--- src/iefl_cfg.svh ---
`ifndef IEFL_CFG_SVH
`define IEFL_CFG_SVH

// ----------------------------------------------------------------
// Register addresses
// ----------------------------------------------------------------
`define IEFL_ADDR_W            9
`define IEFL_CTRL_LOW_ADDR     9'h0_0B
`define IEFL_BANK_MASK         9'h0_7F
`define IEFL_PIE_ADDR          9'h0_8C

// ----------------------------------------------------------------
// Control register fields
// ----------------------------------------------------------------
`define IEFL_GLOBAL_EN_BIT     7
`define IEFL_GROUP_EN_BIT      6
`define IEFL_T0_EN_BIT         5
`define IEFL_EXIE_BIT          4
`define IEFL_PCIE_BIT          3
`define IEFL_T0F_BIT           2
`define IEFL_EXF_BIT           1
`define IEFL_PCF_BIT           0

// ----------------------------------------------------------------
// Peripheral enable fields
// ----------------------------------------------------------------
`define IEFL_SSPE_BIT          3
`define IEFL_CCPE_BIT          2
`define IEFL_T2E_BIT           1
`define IEFL_T1E_BIT           0
`define IEFL_PIE_WMASK         8'h0_F
`define IEFL_PIE_RMASK         8'hC_F

// ----------------------------------------------------------------
// Reset values and port width
// ----------------------------------------------------------------
`define IEFL_CTRL_RST          7'h0_0
`define IEFL_PIE_RST           8'h0_0
`define IEFL_PORT_W            4

`endif

--- src/iefl_pkg.sv ---
package iefl_pkg;

    // ------------------------------------------------------------
    // Register bus request
    // ------------------------------------------------------------
    typedef struct packed {
        logic [8:0] addr;
        logic [7:0] wdata;
        logic       wr;
        logic       rd;
    } iefl_bus_t;

    // ------------------------------------------------------------
    // Peripheral source flags
    // ------------------------------------------------------------
    typedef struct packed {
        logic serial;
        logic ccp;
        logic t2;
        logic t1;
    } iefl_periph_t;

    typedef enum logic {
        IEFL_SEL_CTRL,
        IEFL_SEL_PIE
    } iefl_sel_t;

endpackage : iefl_pkg

--- src/iefl_pin_edge.sv ---
`timescale 1ns/1ps
`include "iefl_cfg.svh"

module iefl_pin_edge #(
    parameter int W = `IEFL_PORT_W
) (
    // Clock and reset
    input  wire logic         clk_i,
    input  wire logic         rst_i,
    // Pins
    input  wire logic [W-1:0] pins_i,
    // Change pulse
    output logic              change_o
);

    // ------------------------------------------------------------
    // Previous pin sample
    // ------------------------------------------------------------
    logic [W-1:0] prev;
    logic         primed;

    always_ff @(posedge clk_i or posedge rst_i) begin
        if (rst_i) begin
            prev   <= '0;
            primed <= 1'b0;
        end else begin
            prev   <= pins_i;
            primed <= 1'b1;
        end
    end

    assign change_o = primed & (|(prev ^ pins_i));

endmodule : iefl_pin_edge

--- src/iefl_top.sv ---
// Function
// - Global enable bit 7 gates every interrupt to the core.
// - Peripheral group enable bit 6 gates all peripheral interrupts.
// - Control bit 5 enables the timer zero wrap interrupt.
// - Control bit 4 enables the external pin interrupt.
// - Control bit 3 enables the upper port change interrupt.
// - External pin flag bit 1 sets on event, cleared only by software.
// - Port change flag bit 0 sets when any upper port pin changes.
// - Flags set regardless of individual or global enables.
// - Reset clears control bits 7..1; port change flag undefined.
// - Control register mirrored in all four banks.
// - Peripheral interrupts need the group enable as well.
// - Peripheral enable register sits at one bank one address.
// - Peripheral bit 3 enables the serial port interrupt.
// - Peripheral bit 2 enables the capture compare interrupt.
// - Peripheral bit 1 enables the timer two match interrupt.
// - Peripheral bit 0 enables the timer one wrap interrupt.
`timescale 1ns/1ps
`include "iefl_cfg.svh"

module iefl_top #(
    parameter int PORT_W = `IEFL_PORT_W
) (
    // Clock and reset
    input  wire logic              CLK_I,
    input  wire logic              RST_I,
    // Register port
    input  wire logic [8:0]        ADDR_I,
    input  wire logic [7:0]        WDATA_I,
    input  wire logic              WR_I,
    input  wire logic              RD_I,
    output logic      [7:0]        RDATA_O,
    // Core events
    input  wire logic              TIMER0_WRAP_I,
    input  wire logic              EXT_IRQ_EVENT_I,
    input  wire logic [PORT_W-1:0] UPPER_PORT_PINS_I,
    input  wire logic              RETURN_FROM_IRQ_I,
    // Peripheral flags
    input  wire logic              SYNC_SERIAL_FLAG_I,
    input  wire logic              CAPCOMP_FLAG_I,
    input  wire logic              TIMER2_MATCH_FLAG_I,
    input  wire logic              TIMER1_WRAP_FLAG_I,
    // Interrupt request
    output logic                   IRQ_O
);

    // ------------------------------------------------------------
    // Bus request
    // ------------------------------------------------------------
    iefl_pkg::iefl_bus_t     bus;
    iefl_pkg::iefl_periph_t  pflags;

    assign bus.addr    = ADDR_I;
    assign bus.wdata   = WDATA_I;
    assign bus.wr      = WR_I;
    assign bus.rd      = RD_I;
    assign pflags.serial = SYNC_SERIAL_FLAG_I;
    assign pflags.ccp  = CAPCOMP_FLAG_I;
    assign pflags.t2   = TIMER2_MATCH_FLAG_I;
    assign pflags.t1   = TIMER1_WRAP_FLAG_I;

    // ------------------------------------------------------------
    // Address decode
    // ------------------------------------------------------------
    function automatic logic hit_ctrl(input logic [8:0] a);
        hit_ctrl = ((a & `IEFL_BANK_MASK) == `IEFL_CTRL_LOW_ADDR);
    endfunction : hit_ctrl

    wire ctrl_sel = hit_ctrl(bus.addr);
    wire pie_sel  = (bus.addr == `IEFL_PIE_ADDR);
    wire ctrl_wr  = bus.wr & ctrl_sel;
    wire pie_wr   = bus.wr & pie_sel;

    iefl_pkg::iefl_sel_t rsel;
    assign rsel = pie_sel ? iefl_pkg::IEFL_SEL_PIE : iefl_pkg::IEFL_SEL_CTRL;

    // ------------------------------------------------------------
    // Port change detection
    // ------------------------------------------------------------
    logic port_change;

    iefl_pin_edge #(
        .W        (PORT_W)
    ) u_pin_edge (
        .clk_i    (CLK_I),
        .rst_i    (RST_I),
        .pins_i   (UPPER_PORT_PINS_I),
        .change_o (port_change)
    );

    // ------------------------------------------------------------
    // Control register state
    // ------------------------------------------------------------
    logic [7:1] ctrl_hi;
    logic       pc_flag;
    logic [7:0] ctrl;
    logic [7:0] pie;
    logic [7:0] next_ctrl;
    logic [7:0] next_pie;

    assign ctrl = {ctrl_hi, pc_flag};

    wire global_en_now = ctrl[`IEFL_GLOBAL_EN_BIT];

    // Hardware sets win over a software clear in the same cycle
    wire set_t0 = TIMER0_WRAP_I;
    wire set_ex = EXT_IRQ_EVENT_I;
    wire set_pc = port_change;

    wire [7:0] ctrl_base = ctrl_wr ? bus.wdata : ctrl;
    wire       global_en_next = ctrl_base[`IEFL_GLOBAL_EN_BIT] | RETURN_FROM_IRQ_I;

    always_comb begin
        next_ctrl = ctrl_base;
        next_ctrl[`IEFL_GLOBAL_EN_BIT] = global_en_next;
        next_ctrl[`IEFL_T0F_BIT] = ctrl_base[`IEFL_T0F_BIT] | set_t0;
        next_ctrl[`IEFL_EXF_BIT] = ctrl_base[`IEFL_EXF_BIT] | set_ex;
        next_ctrl[`IEFL_PCF_BIT] = ctrl_base[`IEFL_PCF_BIT] | set_pc;
    end

    // Reserved and unimplemented bits held at zero
    assign next_pie = pie_wr ? (bus.wdata & `IEFL_PIE_WMASK) : pie;

    always_ff @(posedge CLK_I or posedge RST_I) begin
        if (RST_I) begin
            ctrl_hi <= `IEFL_CTRL_RST;
            pie     <= `IEFL_PIE_RST;
        end else begin
            ctrl_hi <= next_ctrl[7:1];
            pie     <= next_pie;
        end
    end

    // Port change flag left unreset
    always_ff @(posedge CLK_I) begin
        pc_flag <= next_ctrl[`IEFL_PCF_BIT];
    end

    // ------------------------------------------------------------
    // Interrupt request
    // ------------------------------------------------------------
    wire core_t0 = ctrl[`IEFL_T0_EN_BIT] & ctrl[`IEFL_T0F_BIT];
    wire core_ex = ctrl[`IEFL_EXIE_BIT] & ctrl[`IEFL_EXF_BIT];
    wire core_pc = ctrl[`IEFL_PCIE_BIT] & ctrl[`IEFL_PCF_BIT];

    wire per_serial = pie[`IEFL_SSPE_BIT] & pflags.serial;
    wire per_ccp = pie[`IEFL_CCPE_BIT] & pflags.ccp;
    wire per_t2  = pie[`IEFL_T2E_BIT]  & pflags.t2;
    wire per_t1  = pie[`IEFL_T1E_BIT]  & pflags.t1;

    wire per_any  = (per_serial | per_ccp | per_t2 | per_t1)
                    & ctrl[`IEFL_GROUP_EN_BIT];
    wire core_any = core_t0 | core_ex | core_pc;
    wire next_irq = global_en_now & (core_any | per_any);

    // ------------------------------------------------------------
    // Read data and request outputs
    // ------------------------------------------------------------
    wire [7:0] rd_mux = (rsel == iefl_pkg::IEFL_SEL_PIE) ? (pie & `IEFL_PIE_RMASK)
                                                         : ctrl;
    wire       rd_hit = bus.rd & (ctrl_sel | pie_sel);
    wire [7:0] next_rdata = rd_hit ? rd_mux : 8'h0_0;

    always_ff @(posedge CLK_I or posedge RST_I) begin
        if (RST_I) begin
            RDATA_O <= 8'h0_0;
            IRQ_O   <= 1'b0;
        end else begin
            RDATA_O <= next_rdata;
            IRQ_O   <= next_irq;
        end
    end

endmodule : iefl_top

--- config.mk ---
export PLATFORM = sky130hd
export DESIGN_NAME = iefl_top
export DESIGN_NICKNAME = d
export VERILOG_FILES = /design/src/iefl_pkg.sv /design/src/iefl_pin_edge.sv /design/src/iefl_top.sv
export VERILOG_INCLUDE_DIRS = /design/src /design/src/src
export SDC_FILE = /design/constraint.sdc
export NUM_CORES = 1
export LEC_CHECK = 0
export BUFFER_PORTS_ARGS = -buffer_cell sky130_fd_sc_hd__buf_2
export CAP_MARGIN = 20
export CORE_ASPECT_RATIO = 0.75
export CORE_MARGIN = 1.5
export CORE_UTILIZATION = 45
export DETAILED_ROUTE_END_ITERATION = 10
export GPL_TIMING_DRIVEN = 0
export PLACE_DENSITY = 0.75
export RECOVER_POWER = 50
export SETUP_SLACK_MARGIN = 0.1
export SLEW_MARGIN = 20
export SYNTH_ARGS = -nofsm -noshare
export SYNTH_HDL_FRONTEND = slang
export SYNTH_SLANG_ARGS = --single-unit
--- constraint.sdc ---
create_clock -name CLK_I -period 1.7 [get_ports CLK_I]
set_input_delay 0.17 -clock CLK_I [delete_from_list [all_inputs] [get_ports CLK_I]]
set_output_delay 0.17 -clock CLK_I [all_outputs]
set_load 0.005 [all_outputs]
; After elaboration in Yosys (flattened, before gate mapping)
; Index checks and enable logic that the tools add are counted.
; W data, S select, Z words.
[word_totals]
wordCells = 40
inputBits = 32
output_inout_bits = 9
register_bits = 26
[classes]
n_bitwise = 25
reduce_logical = 1
n_mux = 4
eq_ne = 2
[ops]
columns = op, count
row1 = $mux W8, 3
row2 = $and A1 B1 Y1, 13
row3 = $or A1 B1 Y1, 11
row4 = $eq A9 B8 Y1 const B, 1
row5 = $eq A7 B4 Y1 const B, 1
row6 = $reduce_or A4 Y1, 1
row7 = $xor A4 B4 Y4, 1
row8 = $mux W1, 1

; Logic depth before layout (Yosys ltp)
; Gate-level depths: netlist (run 1).
[depth]
ltp_word = 7
mapped_depth = 5

; Cells and area by module
; From an unflattened synthesis (run 1), not the netlist that was laid out.
[hier_totals]
hier_cells = 80
area_unflattened_um2 = 1104.8
[modules_own_cells]
columns = mod, cells_per_inst, n_inst, area_per_inst_um2, seq_area_each_um2
row1 = iefl_top, 68, 1, 925.9, 520.5
row2 = iefl_pin_edge, 12, 1, 178.9, 125.1

; Worst setup path after synthesis (run 1)
; OpenSTA, ideal clock, no wires.
[synth_path]
kind = input to register
start = in ADDR_I[5]
end = reg pie[0]
t_required_ns = 1.575
setup_slack_ns = 0.481
setup_time_ns = 0.125
stages = 3
arrival_time_ns = 1.094
path_cell_list = nor4b_4 nand4_1 mux2_2
[synth_between]
elab_chain_cells = 2
[synth_lines]
columns = item, line_no
row1 = "start, declared", iefl_top.sv:28  ; input wire logic [8:0] ADDR_I,
row2 = $eq A9 B8 Y1 (no line), n/a
row3 = $and A1 B1 Y1, iefl_top.sv:72  ; wire pie_wr = bus.wr & pie_sel;
row4 = "end signal, assigned", iefl_top.sv:127  ; pie <= `IEFL_PIE_RST;
row5 = "end signal, assigned", iefl_top.sv:130  ; pie <= next_pie;
row6 = "end, declared", iefl_top.sv:97  ; logic [7:0] pie;
; No other way between the ends.
; A chain may end at the register's enable or synchronous reset.

; Worst setup path in the final report (run 1)
[layout_path]
start = in UPPER_PORT_PINS_I[2]
end = reg pc_flag
[layout_between]
elab_chain_cells = 4
[layout_lines]
columns = item, line_no
row1 = "start, declared", iefl_top.sv:36  ; input wire logic [PORT_W-1:0] UPPER_PORT_PINS_I,
row2 = $xor A4 B4 Y4, iefl_pin_edge.sv:32  ; assign change_o = primed & (|(prev ^ pins_i));
row3 = $reduce_or A4 Y1, iefl_pin_edge.sv:32
row4 = $and A1 B1 Y1, iefl_pin_edge.sv:32
row5 = $or A1 B1 Y1, iefl_top.sv:118  ; next_ctrl[`IEFL_PCF_BIT] = ctrl_base[`IEFL_PCF_BIT] | set_pc;
row6 = via next_ctrl[0], iefl_top.sv:98  ; logic [7:0] next_ctrl;
row7 = "end signal, assigned", iefl_top.sv:136  ; pc_flag <= next_ctrl[`IEFL_PCF_BIT];
row8 = "end, declared", iefl_top.sv:95  ; logic pc_flag;
; The timed path passes the listed nets, and every way through them passes these cells.

==> Implementation_results.wiki, run 1 <==
{| class="wikitable"
! Metric !! Value
|-
| Resize count post-CTS || 0
|-
| Number of distinct library cells after synthesis || 23
|-
| Part of the Yosys area used for sequential elements || 0.6136
|-
| Die width || a little under 60 µm
|-
| Worst rel slew slack || 0.3949
|-
| Post-layout total power || between 1 and 1.5 mW
|-
| Worst Path Max Fanout || 2
|-
| Crit path largest cell delay || around 0.53 ns
|-
| Length of the first detailed-routing pass in iterations || 5
|-
| Worst path arrival time || around 1.5 ns
|-
| Via Count || between 700 and 800
|-
| Total clock buffers created by CTS || 3
|-
| Max-capacitance violation count || 0
|-
| Number of placed I/O pins || just over 40
|-
| Vias in the first global route || 774
|-
| Net count reported at finish || ~150
|-
| Insertion delay to the later sink of the worst-skew pair || ~0.32 ns
|-
| Number of buffers on the longest clock path || 2
|-
| Path type of the worst min-delay path || input pin to async pin
|-
| Cell taking the most area after synthesis || sky130_fd_sc_hd__dfrtp_1
|-
| Antenna cell count || 0
|-
| Port bufs || 40
|-
| Synthesized instance count || 73
|-
| Leakage power total || between 0.7 and 0.8 nW
|-
| Dominant cells by area after synthesis || sky130_fd_sc_hd__dfrtp_1, sky130_fd_sc_hd__mux2_2, sky130_fd_sc_hd__a22o_1, sky130_fd_sc_hd__and4_2, sky130_fd_sc_hd__xor2_1
|-
| Post-synthesis average cell area || around 14 µm²
|-
| Yosys warnings || 0
|-
| Clock tree from TritonCTS || built
|-
| Cell Chain, Critical Path || dlygate4sd3_1 > clkbuf_1 > xor2_1 > o41ai_1 > o211ai_1
|-
| Worst setup path class || input pin to flip-flop
|-
| Worst IR Drop VDD || approximately 530 µV
|-
| First-pass GRT wire length || around 3.3 mm
|-
| Hold Worst Slack || approximately 0.016 ns
|-
| Final critical delay including setup and external delays || between 1 and 1.5 ns
|-
| Number of vias per cell || ~5.4
|-
| Total standard cell area after synthesis || between 1000 and 1500 µm²
|-
| Maximum number of pins on one net before global-route repair || 26
|-
| Clock Skews || 0.008120 ns
|-
| Initial Utilization || 0.5006
|-
| Flop-to-flop setup slack || approximately 0.52 ns
|-
| Post-detailed-route DRC marker count || 0
|-
| CP max-delay cell || sky130_fd_sc_hd__dlygate4sd3_1
|-
| Antenna violations before repair || 0
|-
| Number of hold violations in the final report || 0
|-
| Clock-pin transition on the worst setup and hold timing paths || between 0.1 and 0.15 ns
|-
| Post-Route WL || 2.104 mm
|-
| Final clock period utilization by the worst path || 0.7546
|-
| DRC violation total after the first TritonRoute iteration || 7
|-
| Overall overflow remaining after global route || 0
|-
| Worst path required time || about 1.9 ns
|-
| Aggregate global-route resource usage || 0.1760
|-
| Wire per inst || roughly 15 µm
|-
| Critical Path End Type || flip-flop
|-
| Total of flip-flops plus latches after synthesis || 26
|-
| Overall die height || approximately 45 µm
|-
| Layout overhead on the synthesized area || 30.20%
|-
| FMAX || around 780 MHz
|-
| Count of standard-cell rows || 14
|-
| Family with the most delay on the worst path || buffers and inverters
|-
| Clock root buffer master || sky130_fd_sc_hd__clkbuf_4
|-
| Layout cell share with drive strength beyond 1 || 0.4711
|-
| CP Buf/Inv Count || 2
|-
| Die area || around 2600 µm²
|-
| Length in cells of the worst reg-to-reg path || 3
|-
| Cell Pwr Density || approximately 850 nW/µm²
|-
| Commonest non-fill, non-tap cells in the layout || sky130_fd_sc_hd__buf_2, sky130_fd_sc_hd__dfrtp_1, sky130_fd_sc_hd__mux2_2, sky130_fd_sc_hd__a22o_1, sky130_fd_sc_hd__clkbuf_1
|-
| RePlAce Congestion || about 0.74
|-
| Half-perimeter wire length of the detailed placement result || roughly 1.6 mm
|-
| Area share of the leading cell type in the synthesized netlist || 0.5945
|-
| Final number of max-transition violations || 0
|-
| Worst-Margin Slew || 0.9067 ns
|-
| Remaining antenna violation count || 0
|-
| Floorplan core area || roughly 2100 µm²
|-
| Launch point of the worst reg-to-reg path || u_pin_edge.prev[2]
|-
| Outcome || complete, no violations
|-
| Crit path launch type || input pin
|-
| Number of clock sinks || 26
|-
| Net count of the mapped netlist || between 100 and 150
|-
| Most common cell after layout, fill and taps aside || sky130_fd_sc_hd__buf_2
|-
| Final core utilization || 0.6518
|-
| Setup repair after global routing missed its margin || false
|-
| Setup total negative slack || 0 ns
|-
| Clock H-tree levels || 1
|-
| Setup-violating endpoint count in the final report || 0
|-
| FF-to-FF End || pc_flag
|}
## worst reg2reg max path, cell delays in order, from the launching register on
cell and delay [ns]:
sky130_fd_sc_hd__dfrtp_1 0.41, sky130_fd_sc_hd__xor2_1 0.15, sky130_fd_sc_hd__o41ai_1 0.37, sky130_fd_sc_hd__o211ai_1 0.14
## per-stage QoR
step / instance area, µm² / setup WS, ns / std cells
6_report: 1370 / 0.4173 / 145
3_3_place_gp: 1282 / 0.2379 / 137
5_1_grt: 1370 / 0.3487 / 145
4_1_cts: 1375 / 0.3968 / 145
3_5_place_dp: 1282 / 0.1911 / 137
2_1_floorplan: 1052 / 0.4814 / 73
## kinds of logic (layout without fill, tap and decap cells)
| kind of cell | count (synthesis) | count (layout) | synth area share |
|---|---|---|---|
| DFF | 26 | 26 | 0.6136 |
| and+or+nand+nor | 16 | 16 | 0.1367 |
| AOI/OAI and AO/OA | 14 | 14 | 0.1118 |
| muxes | 8 | 8 | 0.08562 |
| xor gates and xnor gates | 4 | 4 | 0.03329 |
| buffers and inverters | 4 | 52 | 0.01545 |
| other | 1 | 1 | 0.003564 |
## flip-flops by register name, indices dropped and copies added, names as in the netlist
register	count
pie	4
RDATA_O	8
u_pin_edge.prev	4
ctrl_hi	7
pc_flag	1
IRQ_O	1
u_pin_edge.primed	1
## cell type report
type | count | area (µm²)
repair buffers | 44 | 235.2
clock buffers | 3 | 22.52
clock inverters | 1 | 30.03
plain buffers | 2 | 8.758
flip-flops and latches | 26 | 645.6
well taps | 24 | 30.03
inverters | 2 | 7.507
fillers | 181 | 732.0
multi-input cells | 43 | 390.4
## cells in the mapped netlist, drive strengths merged
cell    number
dfrtp       25
a222oi       1
inv          2
and3b        1
o41ai        1
dfxtp        1
nand4        2
a211o        3
buf          1
conb         1
and4         4
and3         2
a21boi       1
and2         4
clkbuf       1
a22o         6
nand3        1
o211ai       1
xor2         4
nor4b        2
o21ai        1
mux2         8
## worst max-delay path by stage
stage / startpoint / end / slack (ns) / cells after the start
after floorplan: ADDR_I[5] / pie[0] / 0.48 / 3
after CTS: UPPER_PORT_PINS_I[2] / pc_flag / 0.40 / 5
after global placement: ADDR_I[5] / pie[0] / 0.24 / 4
after global routing: UPPER_PORT_PINS_I[2] / pc_flag / 0.35 / 5
after detailed placement: ADDR_I[5] / pie[1] / 0.19 / 4
final: UPPER_PORT_PINS_I[2] / pc_flag / 0.42 / 5
## per-layer routing
metal | vias to the layer above | share of wire | GRT usage
met1 | 384 | 0.41 | 0.2041
met4 | 0 | 0 | 0.01364
li1 | 368 | - | -
met3 | 0 | 0.079 | 0.06304
met5 | - | 0 | 0
met2 | 34 | 0.51 | 0.3289
## report_power, final
group | internal [mW] | leakage (nW) | switching, mW
logic | 0.0557 | 0.352 | 0.0458
registers | 0.640 | 0.327 | 0.0122
clock network | 0.238 | 0.0279 | 0.178
## timing repair
| item | 4_1_cts | 5_1_grt |
|---|---|---|
| hold buffers | 4 | 0 |
| hold endpoints to repair | 4 | 0 |
| setup buffers | 0 | 0 |
No activity file was read; power rests on OpenSTA's default activity.
==> run 2: changes to the inputs <==
--- a/config.mk
+++ b/config.mk
@@ -6,14 +6,15 @@
 export SDC_FILE = /design/constraint.sdc
 export NUM_CORES = 1
 export LEC_CHECK = 0
+export ABC_AREA = 1
 export BUFFER_PORTS_ARGS = -buffer_cell sky130_fd_sc_hd__buf_2
 export CAP_MARGIN = 20
 export CORE_ASPECT_RATIO = 0.75
 export CORE_MARGIN = 1.5
-export CORE_UTILIZATION = 45
+export CORE_UTILIZATION = 44
 export DETAILED_ROUTE_END_ITERATION = 10
 export GPL_TIMING_DRIVEN = 0
-export PLACE_DENSITY = 0.75
+export PLACE_DENSITY = 0.74
 export RECOVER_POWER = 50
 export SETUP_SLACK_MARGIN = 0.1
 export SLEW_MARGIN = 20
==> constraint.sdc (replaced) <==
create_clock -name CLK_I -period 1.1 [get_ports CLK_I]
set_input_delay 0.11 -clock CLK_I [delete_from_list [all_inputs] [get_ports CLK_I]]
set_output_delay 0.11 -clock CLK_I [all_outputs]
set_load 0.005 [all_outputs]
==> Implementation_results.wiki, run 2 <==
{| class="wikitable"
! Metric !! Value
|-
| Most common cell after layout, fill and taps aside || sky130_fd_sc_hd__nand2_1
|-
| CP max-delay cell || sky130_fd_sc_hd__dlygate4sd3_1
|-
| Family with the most delay on the worst path || buffers and inverters
|-
| Critical Path Most Common Cell || sky130_fd_sc_hd__nand2_1
|-
| Length in cells of the worst reg-to-reg path || 4
|-
| Crit path capture || pc_flag
|-
| CP Buf/Inv Count || 2
|-
| Max-capacitance violation count || 0
|-
| Total clock buffers created by CTS || 3
|-
| Antenna cell count || 0
|-
| Port bufs || 39
|-
| Critical Path End Type || flip-flop
|-
| Total of flip-flops plus latches after synthesis || 26
|-
| Insertion delay to the later sink of the worst-skew pair || between 0.2 and 0.3 ns
|-
| Clock H-tree levels || 1
|-
| Post-CTS setup buffer count || 0
|-
| Floorplan core area || around 2600 µm²
|-
| Setup-violating endpoint count in the final report || 0
|-
| Hold Worst Slack || 0.01980 ns
|-
| Commonest register cell after synthesis || sky130_fd_sc_hd__dfrtp_1
|-
| Clock-pin transition on the worst setup and hold timing paths || 0.08 ns
|-
| Total standard cell area after synthesis || ~1200 µm²
|-
| Switching share of total power || 0.2324
|-
| Via Count || ~1000
|-
| Overall overflow remaining after global route || 0
|-
| Final critical delay including setup and external delays || roughly 0.96 ns
|-
| Number of clock sinks || 26
|-
| Net switching power figure || ~0.4 mW
|-
| DRC violation total after the first TritonRoute iteration || 18
|-
| Die area || slightly above 3000 µm²
|-
| Final core utilization || 0.5964
|-
| Synthesized instance count || between 100 and 150
|-
| Clock Skews || roughly 0.0024 ns
|-
| Top register by number of flip-flops || RDATA_O
|-
| Part of the Yosys area used for sequential elements || 0.5265
|-
| Setup repair after global routing missed its margin || false
|-
| Number of hold violations in the final report || 0
|-
| Worst path required time || between 1 and 1.5 ns
|-
| Power Internal || about 1.3 mW
|-
| Overall die height || 48.72 µm
|-
| Final clock period utilization by the worst path || 0.8739
|-
| Clock tree from TritonCTS || built
|-
| Setup total negative slack || 0 ns
|-
| Net count of the mapped netlist || roughly 170
|-
| Worst rel slew slack || 0.4040
|-
| Number of vias per cell || about 4.7
|-
| Length of the first detailed-routing pass in iterations || 4
|-
| Worst setup path class || input pin to flip-flop
|-
| Ys async rst share || 0.9615
|-
| Most frequent cells after synthesis || sky130_fd_sc_hd__nand2_1, sky130_fd_sc_hd__dfrtp_1, sky130_fd_sc_hd__inv_1
|-
| Post-synthesis average cell area || between 8 and 9 µm²
|-
| Post-synth EDFFs || 0
|-
| Maximum number of pins on one net before global-route repair || 26
|-
| Number of buffers on the longest clock path || 2
|-
| Launch point of the worst reg-to-reg path || ctrl_hi[2]
|-
| Final standard cell area without fillers || 1564 µm²
|-
| Remaining antenna violation count || 0
|-
| Crit path largest cell delay || between 0.5 and 0.6 ns
|-
| Layout overhead on the synthesized area || 27.55%
|-
| Number of placed I/O pins || 41
|-
| Sequential share of power || 0.578
|-
| Outcome || complete, no violations
|-
| Worst IR Drop VDD || 993.8 µV
|-
| Layout cell share with drive strength beyond 1 || 0.2935
|-
| Path type of the worst min-delay path || input pin to async pin
|-
| Cell taking the most area after synthesis || sky130_fd_sc_hd__dfrtp_1
|-
| Flop-to-flop setup slack || 0.24 ns
|-
| Post-layout total power || ~1.7 mW
|-
| Worst path arrival time || approximately 1.1 ns
|-
| Registers with the most flip-flops || RDATA_O (8), ctrl_hi (7)
|-
| Cell Pwr Density || approximately 1100 nW/µm²
|-
| Area share of the leading cell type in the synthesized netlist || 0.5102
|-
| Share of total power in combinational logic || 0.115
|-
| Aggregate global-route resource usage || 0.1798
|-
| Power share of the clock group || 0.307
|-
| Die width || approximately 64 µm
|-
| Crit path launch type || input pin
|-
| Clock root buffer master || sky130_fd_sc_hd__clkbuf_8
|-
| Worst Path Max Fanout || 2
|-
| Dominant cells by area after synthesis || sky130_fd_sc_hd__dfrtp_1, sky130_fd_sc_hd__nand2_1, sky130_fd_sc_hd__nand4_1, sky130_fd_sc_hd__inv_1, sky130_fd_sc_hd__nand3_1
|-
| Antenna violations before repair || 0
|-
| Placed standard-cell area || approximately 1500 µm²
|-
| Yosys warnings || 0
|-
| RePlAce Congestion || roughly 0.79
|-
| Worst-Margin Slew || slightly below 0.9 ns
|-
| Commonest non-fill, non-tap cells in the layout || sky130_fd_sc_hd__nand2_1, sky130_fd_sc_hd__buf_2, sky130_fd_sc_hd__dfrtp_1, sky130_fd_sc_hd__inv_1, sky130_fd_sc_hd__nand4_1
|-
| Total number of cells along the worst setup path || 6
|-
| Cell Chain, Critical Path || dlygate4sd3_1 > clkbuf_1 > xnor2_2 > nand4_1 > nand2_1 > nand2_1
|-
| Worst setup startpoint || UPPER_PORT_PINS_I[1]
|-
| Number of flip-flops under the largest register name || 8
|-
| FF-to-FF End || IRQ_O
|-
| Net count reported at finish || between 200 and 250
|-
| Wire per inst || 11.25 µm
|-
| First-pass GRT wire length || roughly 4.2 mm
|-
| Number of inserted filler cells in the final layout || 240
|-
| Post-detailed-route DRC marker count || 0
|-
| Sequential Area || roughly 650 µm²
|-
| Initial Utilization || 0.4676
|-
| FMAX || around 1000 MHz
|-
| Leakage power total || a little over 0.9 nW
|-
| Vias in the first global route || 1013
|-
| Half-perimeter wire length of the detailed placement result || slightly below 2 mm
|-
| Post-Route WL || 2.475 mm
|-
| Count of standard-cell rows || 16
|-
| Final number of max-transition violations || 0
|-
| Total area of multi-input combinational cells || just over 500 µm²
|-
| Number of distinct library cells after synthesis || 22
|-
| Most repeated cell in the gate-level netlist after synthesis || sky130_fd_sc_hd__nand2_1
|}
run 2: changes by cell type in the layout (fill, tap and decap cells not counted), sizes merged, moves of 6 or more:
| cell | before | now |
|---|---|---|
| mux2 | 8 | 0 |
| nand2 | 0 | 48 |
| nand3 | 1 | 8 |
| a22o | 6 | 0 |
| inv | 2 | 17 |
| nand4 | 2 | 10 |
| nor2 | 0 | 10 |
run 2: cell families (layout without fill, tap and decap cells):
group | after synthesis | in the layout | share of synthesized area
flip-flops | 26 | 26 | 0.5265
AO/OA/AOI/OAI | 9 | 9 | 0.04184
XOR/XNOR | 4 | 4 | 0.02857
buffers and inverters | 20 | 67 | 0.07448
other | 1 | 1 | 0.003058
AND/OR/NAND/NOR | 77 | 77 | 0.3255
run 2: per-stage QoR:
step	worst slack, ns	std cells
4_1_cts	0.1259	220
6_report	0.1387	220
5_1_grt	0.08020	220
3_3_place_gp	-0.005092	212
3_5_place_dp	-0.05648	212
2_1_floorplan	0.1788	137
run 2: metal layers:
| metal | wire, µm | vias up | GRT usage |
|---|---|---|---|
| li1 | - | 522 | - |
| met1 | 1026 | 490 | 0.1942 |
| met2 | 1249 | 26 | 0.3177 |
| met3 | 138 | 6 | 0.06047 |
| met4 | 61 | 0 | 0.07971 |
| met5 | 0 | - | 0 |
run 2: how the worst min path moves through the flow:
stage                          to  slack [ns]
2_1_floorplan               IRQ_O        0.14
6_report               RDATA_O[3]        0.02
3_3_place_gp   u_pin_edge.prev[3]        0.24
4_1_cts                ctrl_hi[7]        0.01
5_1_grt                ctrl_hi[7]        0.03
3_5_place_dp   u_pin_edge.prev[2]        0.25
run 2: what timing repair did:
item                       CTS  global route
hold endpoints to repair     4             0
setup endpoints to repair    0             1
hold buffers                 4             0
gates resized for setup      0             3
run 2: layout make-up:
type	count	area share
plain buffers	3	0.01760
clock buffers	4	0.02880
inverters	17	0.04080
multi-input cells	91	0.3224
flip-flops and latches	26	0.4128
well taps	36	0.02880
repair buffers	43	0.1488
run 2: power by group through the flow:
stage,combinational (mW),clock [mW],sequential (mW)
floorplan,0.0957,0,1.02
global placement,0.180,0,1.03
detailed placement,0.188,0,1.03
CTS,0.199,0.558,1.01
global route,0.226,0.600,1.01
finish,0.200,0.536,1.01
==> run 3: changes to the inputs <==
--- a/config.mk
+++ b/config.mk
@@ -14,9 +14,7 @@
 export CORE_UTILIZATION = 44
 export DETAILED_ROUTE_END_ITERATION = 10
 export GPL_TIMING_DRIVEN = 0
-export PLACE_DENSITY = 0.74
-export RECOVER_POWER = 50
-export SETUP_SLACK_MARGIN = 0.1
+export PLACE_DENSITY = 0.76
 export SLEW_MARGIN = 20
 export SYNTH_ARGS = -nofsm -noshare
 export SYNTH_HDL_FRONTEND = slang
==> Implementation_results.wiki, run 3 (synthesis results as in run 2) <==
{| class="wikitable"
! Metric !! Value
|-
| Outcome || complete, no violations
|-
| Number of placed cells counting well taps || 212
|-
| Layout overhead on the synthesized area || 26.53%
|-
| Final number of max-transition violations || 0
|-
| Setup-violating endpoint count in the final report || 0
|-
| Die area || between 3000 and 4000 µm²
|-
| Number of flip-flops under the largest register name || 8
|-
| Clock H-tree levels || 1
|-
| First-pass GRT wire length || about 4.2 mm
|-
| Max-capacitance violation count || 0
|-
| Post-detailed-route DRC marker count || 0
|-
| Worst-Margin Slew || 0.9077 ns
|-
| Overall overflow remaining after global route || 0
|-
| Worst IR Drop VDD || between 900 and 1000 µV
|-
| Resize count post-CTS || 0
|-
| Minimum setup slack in the final design || 0.1045 ns
|-
| Setup slack after placement || -0.06765 ns
|-
| Cell Chain, Critical Path || dlygate4sd3_1 > buf_2 > xnor2_1 > nand4_1 > nand2_1 > nand2_1
|-
| Family with the most delay on the worst path || buffers and inverters
|-
| Top register by number of flip-flops || RDATA_O
|-
| Crit path largest cell delay || 0.54 ns
|-
| Length of the first detailed-routing pass in iterations || 4
|-
| RePlAce Congestion || about 0.77
|-
| Setup repair after global routing missed its margin || false
|-
| Worst path arrival time || 1.17 ns
|-
| Path type of the worst min-delay path || input pin to async pin
|-
| Vias in the first global route || roughly 1000
|-
| Layout cell share with drive strength beyond 1 || 0.3043
|-
| Registers with the most flip-flops || RDATA_O (8), ctrl_hi (7)
|-
| Clock-pin transition on the worst setup and hold timing paths || about 0.080 ns
|-
| FMAX || 1005 MHz
|-
| Antenna violations before repair || 0
|-
| Critical Path End Type || flip-flop
|-
| Number of inserted filler cells in the final layout || about 240
|-
| Clock Skews || 0.004091 ns
|-
| Aggregate global-route resource usage || 0.1681
|-
| Final critical delay including setup and external delays || about 1.0 ns
|-
| Total clock buffers created by CTS || 3
|-
| Net count reported at finish || about 220
|-
| Overall die height || about 49 µm
|-
| Final clock period utilization by the worst path || 0.9050
|-
| Number of hold violations in the final report || 0
|-
| Number of vias per cell || ~4.7
|-
| Number of placed I/O pins || slightly above 40
|-
| DRC violation total after the first TritonRoute iteration || 27
|-
| Port bufs || 39
|-
| Leakage power total || roughly 0.9 nW
|-
| Initial Utilization || 0.4676
|-
| Hold Worst Slack || 0.02560 ns
|-
| Remaining antenna violation count || 0
|-
| Half-perimeter wire length of the detailed placement result || about 1.9 mm
|-
| Cell Pwr Density || between 1000 and 1500 nW/µm²
|-
| Worst path required time || around 1.3 ns
|-
| Wire per inst || between 10 and 15 µm
|-
| Most common cell after layout, fill and taps aside || sky130_fd_sc_hd__nand2_1
|-
| Count of standard-cell rows || 16
|-
| Maximum number of pins on one net before global-route repair || 26
|-
| Worst setup path class || input pin to flip-flop
|-
| Die width || around 64 µm
|-
| Worst Path Max Fanout || 2
|-
| Final core utilization || 0.5916
|-
| Number of buffers on the longest clock path || 2
|-
| Worst rel slew slack || 0.3942
|-
| Crit path launch type || input pin
|-
| Critical Path Most Common Cell || sky130_fd_sc_hd__nand2_1
|-
| Flop-to-flop setup slack || roughly 0.23 ns
|-
| Final Non-Filler Cells || 220
|-
| Post-Route WL || approximately 2.4 mm
|-
| Antenna cell count || 0
|-
| CP max-delay cell || sky130_fd_sc_hd__dlygate4sd3_1
|-
| CP Buf/Inv Count || 2
|-
| Clock root buffer master || sky130_fd_sc_hd__clkbuf_8
|-
| Insertion delay to the later sink of the worst-skew pair || ~0.27 ns
|-
| Via Count || between 1000 and 1500
|-
| Floorplan core area || between 2000 and 3000 µm²
|-
| Clock tree from TritonCTS || built
|-
| Commonest non-fill, non-tap cells in the layout || sky130_fd_sc_hd__nand2_1, sky130_fd_sc_hd__buf_2, sky130_fd_sc_hd__dfrtp_1, sky130_fd_sc_hd__inv_1, sky130_fd_sc_hd__nand4_1
|-
| Number of clock sinks || 26
|}
[run 3: cell types whose count changed in the layout (fill, tap and decap cells not counted)]
cell,change
sky130_fd_sc_hd__buf_2,+4
sky130_fd_sc_hd__clkbuf_1,-4
sky130_fd_sc_hd__xnor2_1,+2
sky130_fd_sc_hd__xnor2_2,-2
sky130_fd_sc_hd__dlygate4sd3_1,+1
sky130_fd_sc_hd__dlymetal6s4s_1,-1
[run 3: worst register-to-register path, cell delays in order, from the launching register on]
cell and delay (ns):
sky130_fd_sc_hd__dfrtp_1 0.41, sky130_fd_sc_hd__nand2_1 0.07, sky130_fd_sc_hd__nand4_1 0.12, sky130_fd_sc_hd__nand2_1 0.08, sky130_fd_sc_hd__a21boi_0 0.07
[run 3: path summary, 6_finish.rpt]
path | from | endpoint | cells after the start
max | UPPER_PORT_PINS_I[2] | pc_flag | 6
min | RST_I | RDATA_O[2] | 2
max reg2reg | pie[2] | IRQ_O | 4
min reg2reg | u_pin_edge.primed | pc_flag | 2
max in group asynchronous | RST_I | ctrl_hi[3] | 2
min in group CLK_I | RETURN_FROM_IRQ_I | ctrl_hi[7] | 3
[run 3: metal layers]
layer / part of all wire / vias up / global-route usage
li1: - / 524 / -
met1: 0.43 / 483 / 0.1921
met2: 0.51 / 24 / 0.3056
met3: 0.048 / 4 / 0.04419
met4: 0.0088 / 0 / 0.05072
met5: 0 / - / 0
[run 3: final cells by class]
class	count	area, µm²	share of cell area
Inverter	17	63.81	0.04113
Buffer	3	27.53	0.01774
Multi-Input combinational cell	91	489.2	0.3153
Timing Repair Buffer	43	235.2	0.1516
Clock buffer	4	45.04	0.02903
Sequential cell	26	645.6	0.4161
Tap cell	36	45.04	0.02903
[run 3: metrics by stage]
step | setup TNS [ns] | instance area (µm²) | power [mW]
5_1_grt | 0 | 1551 | 1.826
3_5_place_dp | -0.2781 | 1466 | 1.213
4_1_cts | 0 | 1551 | 1.757
6_report | 0 | 1551 | 1.742
3_3_place_gp | -0.003819 | 1466 | 1.205
2_1_floorplan | 0 | 1226 | 1.119
[run 3: timing repair]
| item | in CTS | in global routing |
|---|---|---|
| endpoints found under the setup margin | 0 | 0 |
| hold endpoints to repair | 4 | 0 |
| setup buffers | 0 | 0 |
| hold buffers | 4 | 0 |
[run 3: power breakdown]
part / internal (mW) / leakage (nW) / switching [mW]
Sequential: 0.988 / 0.327 / 0.0194
Combinational: 0.0900 / 0.560 / 0.106
Clock: 0.259 / 0.0228 / 0.280
Total: 1.34 / 0.910 / 0.405
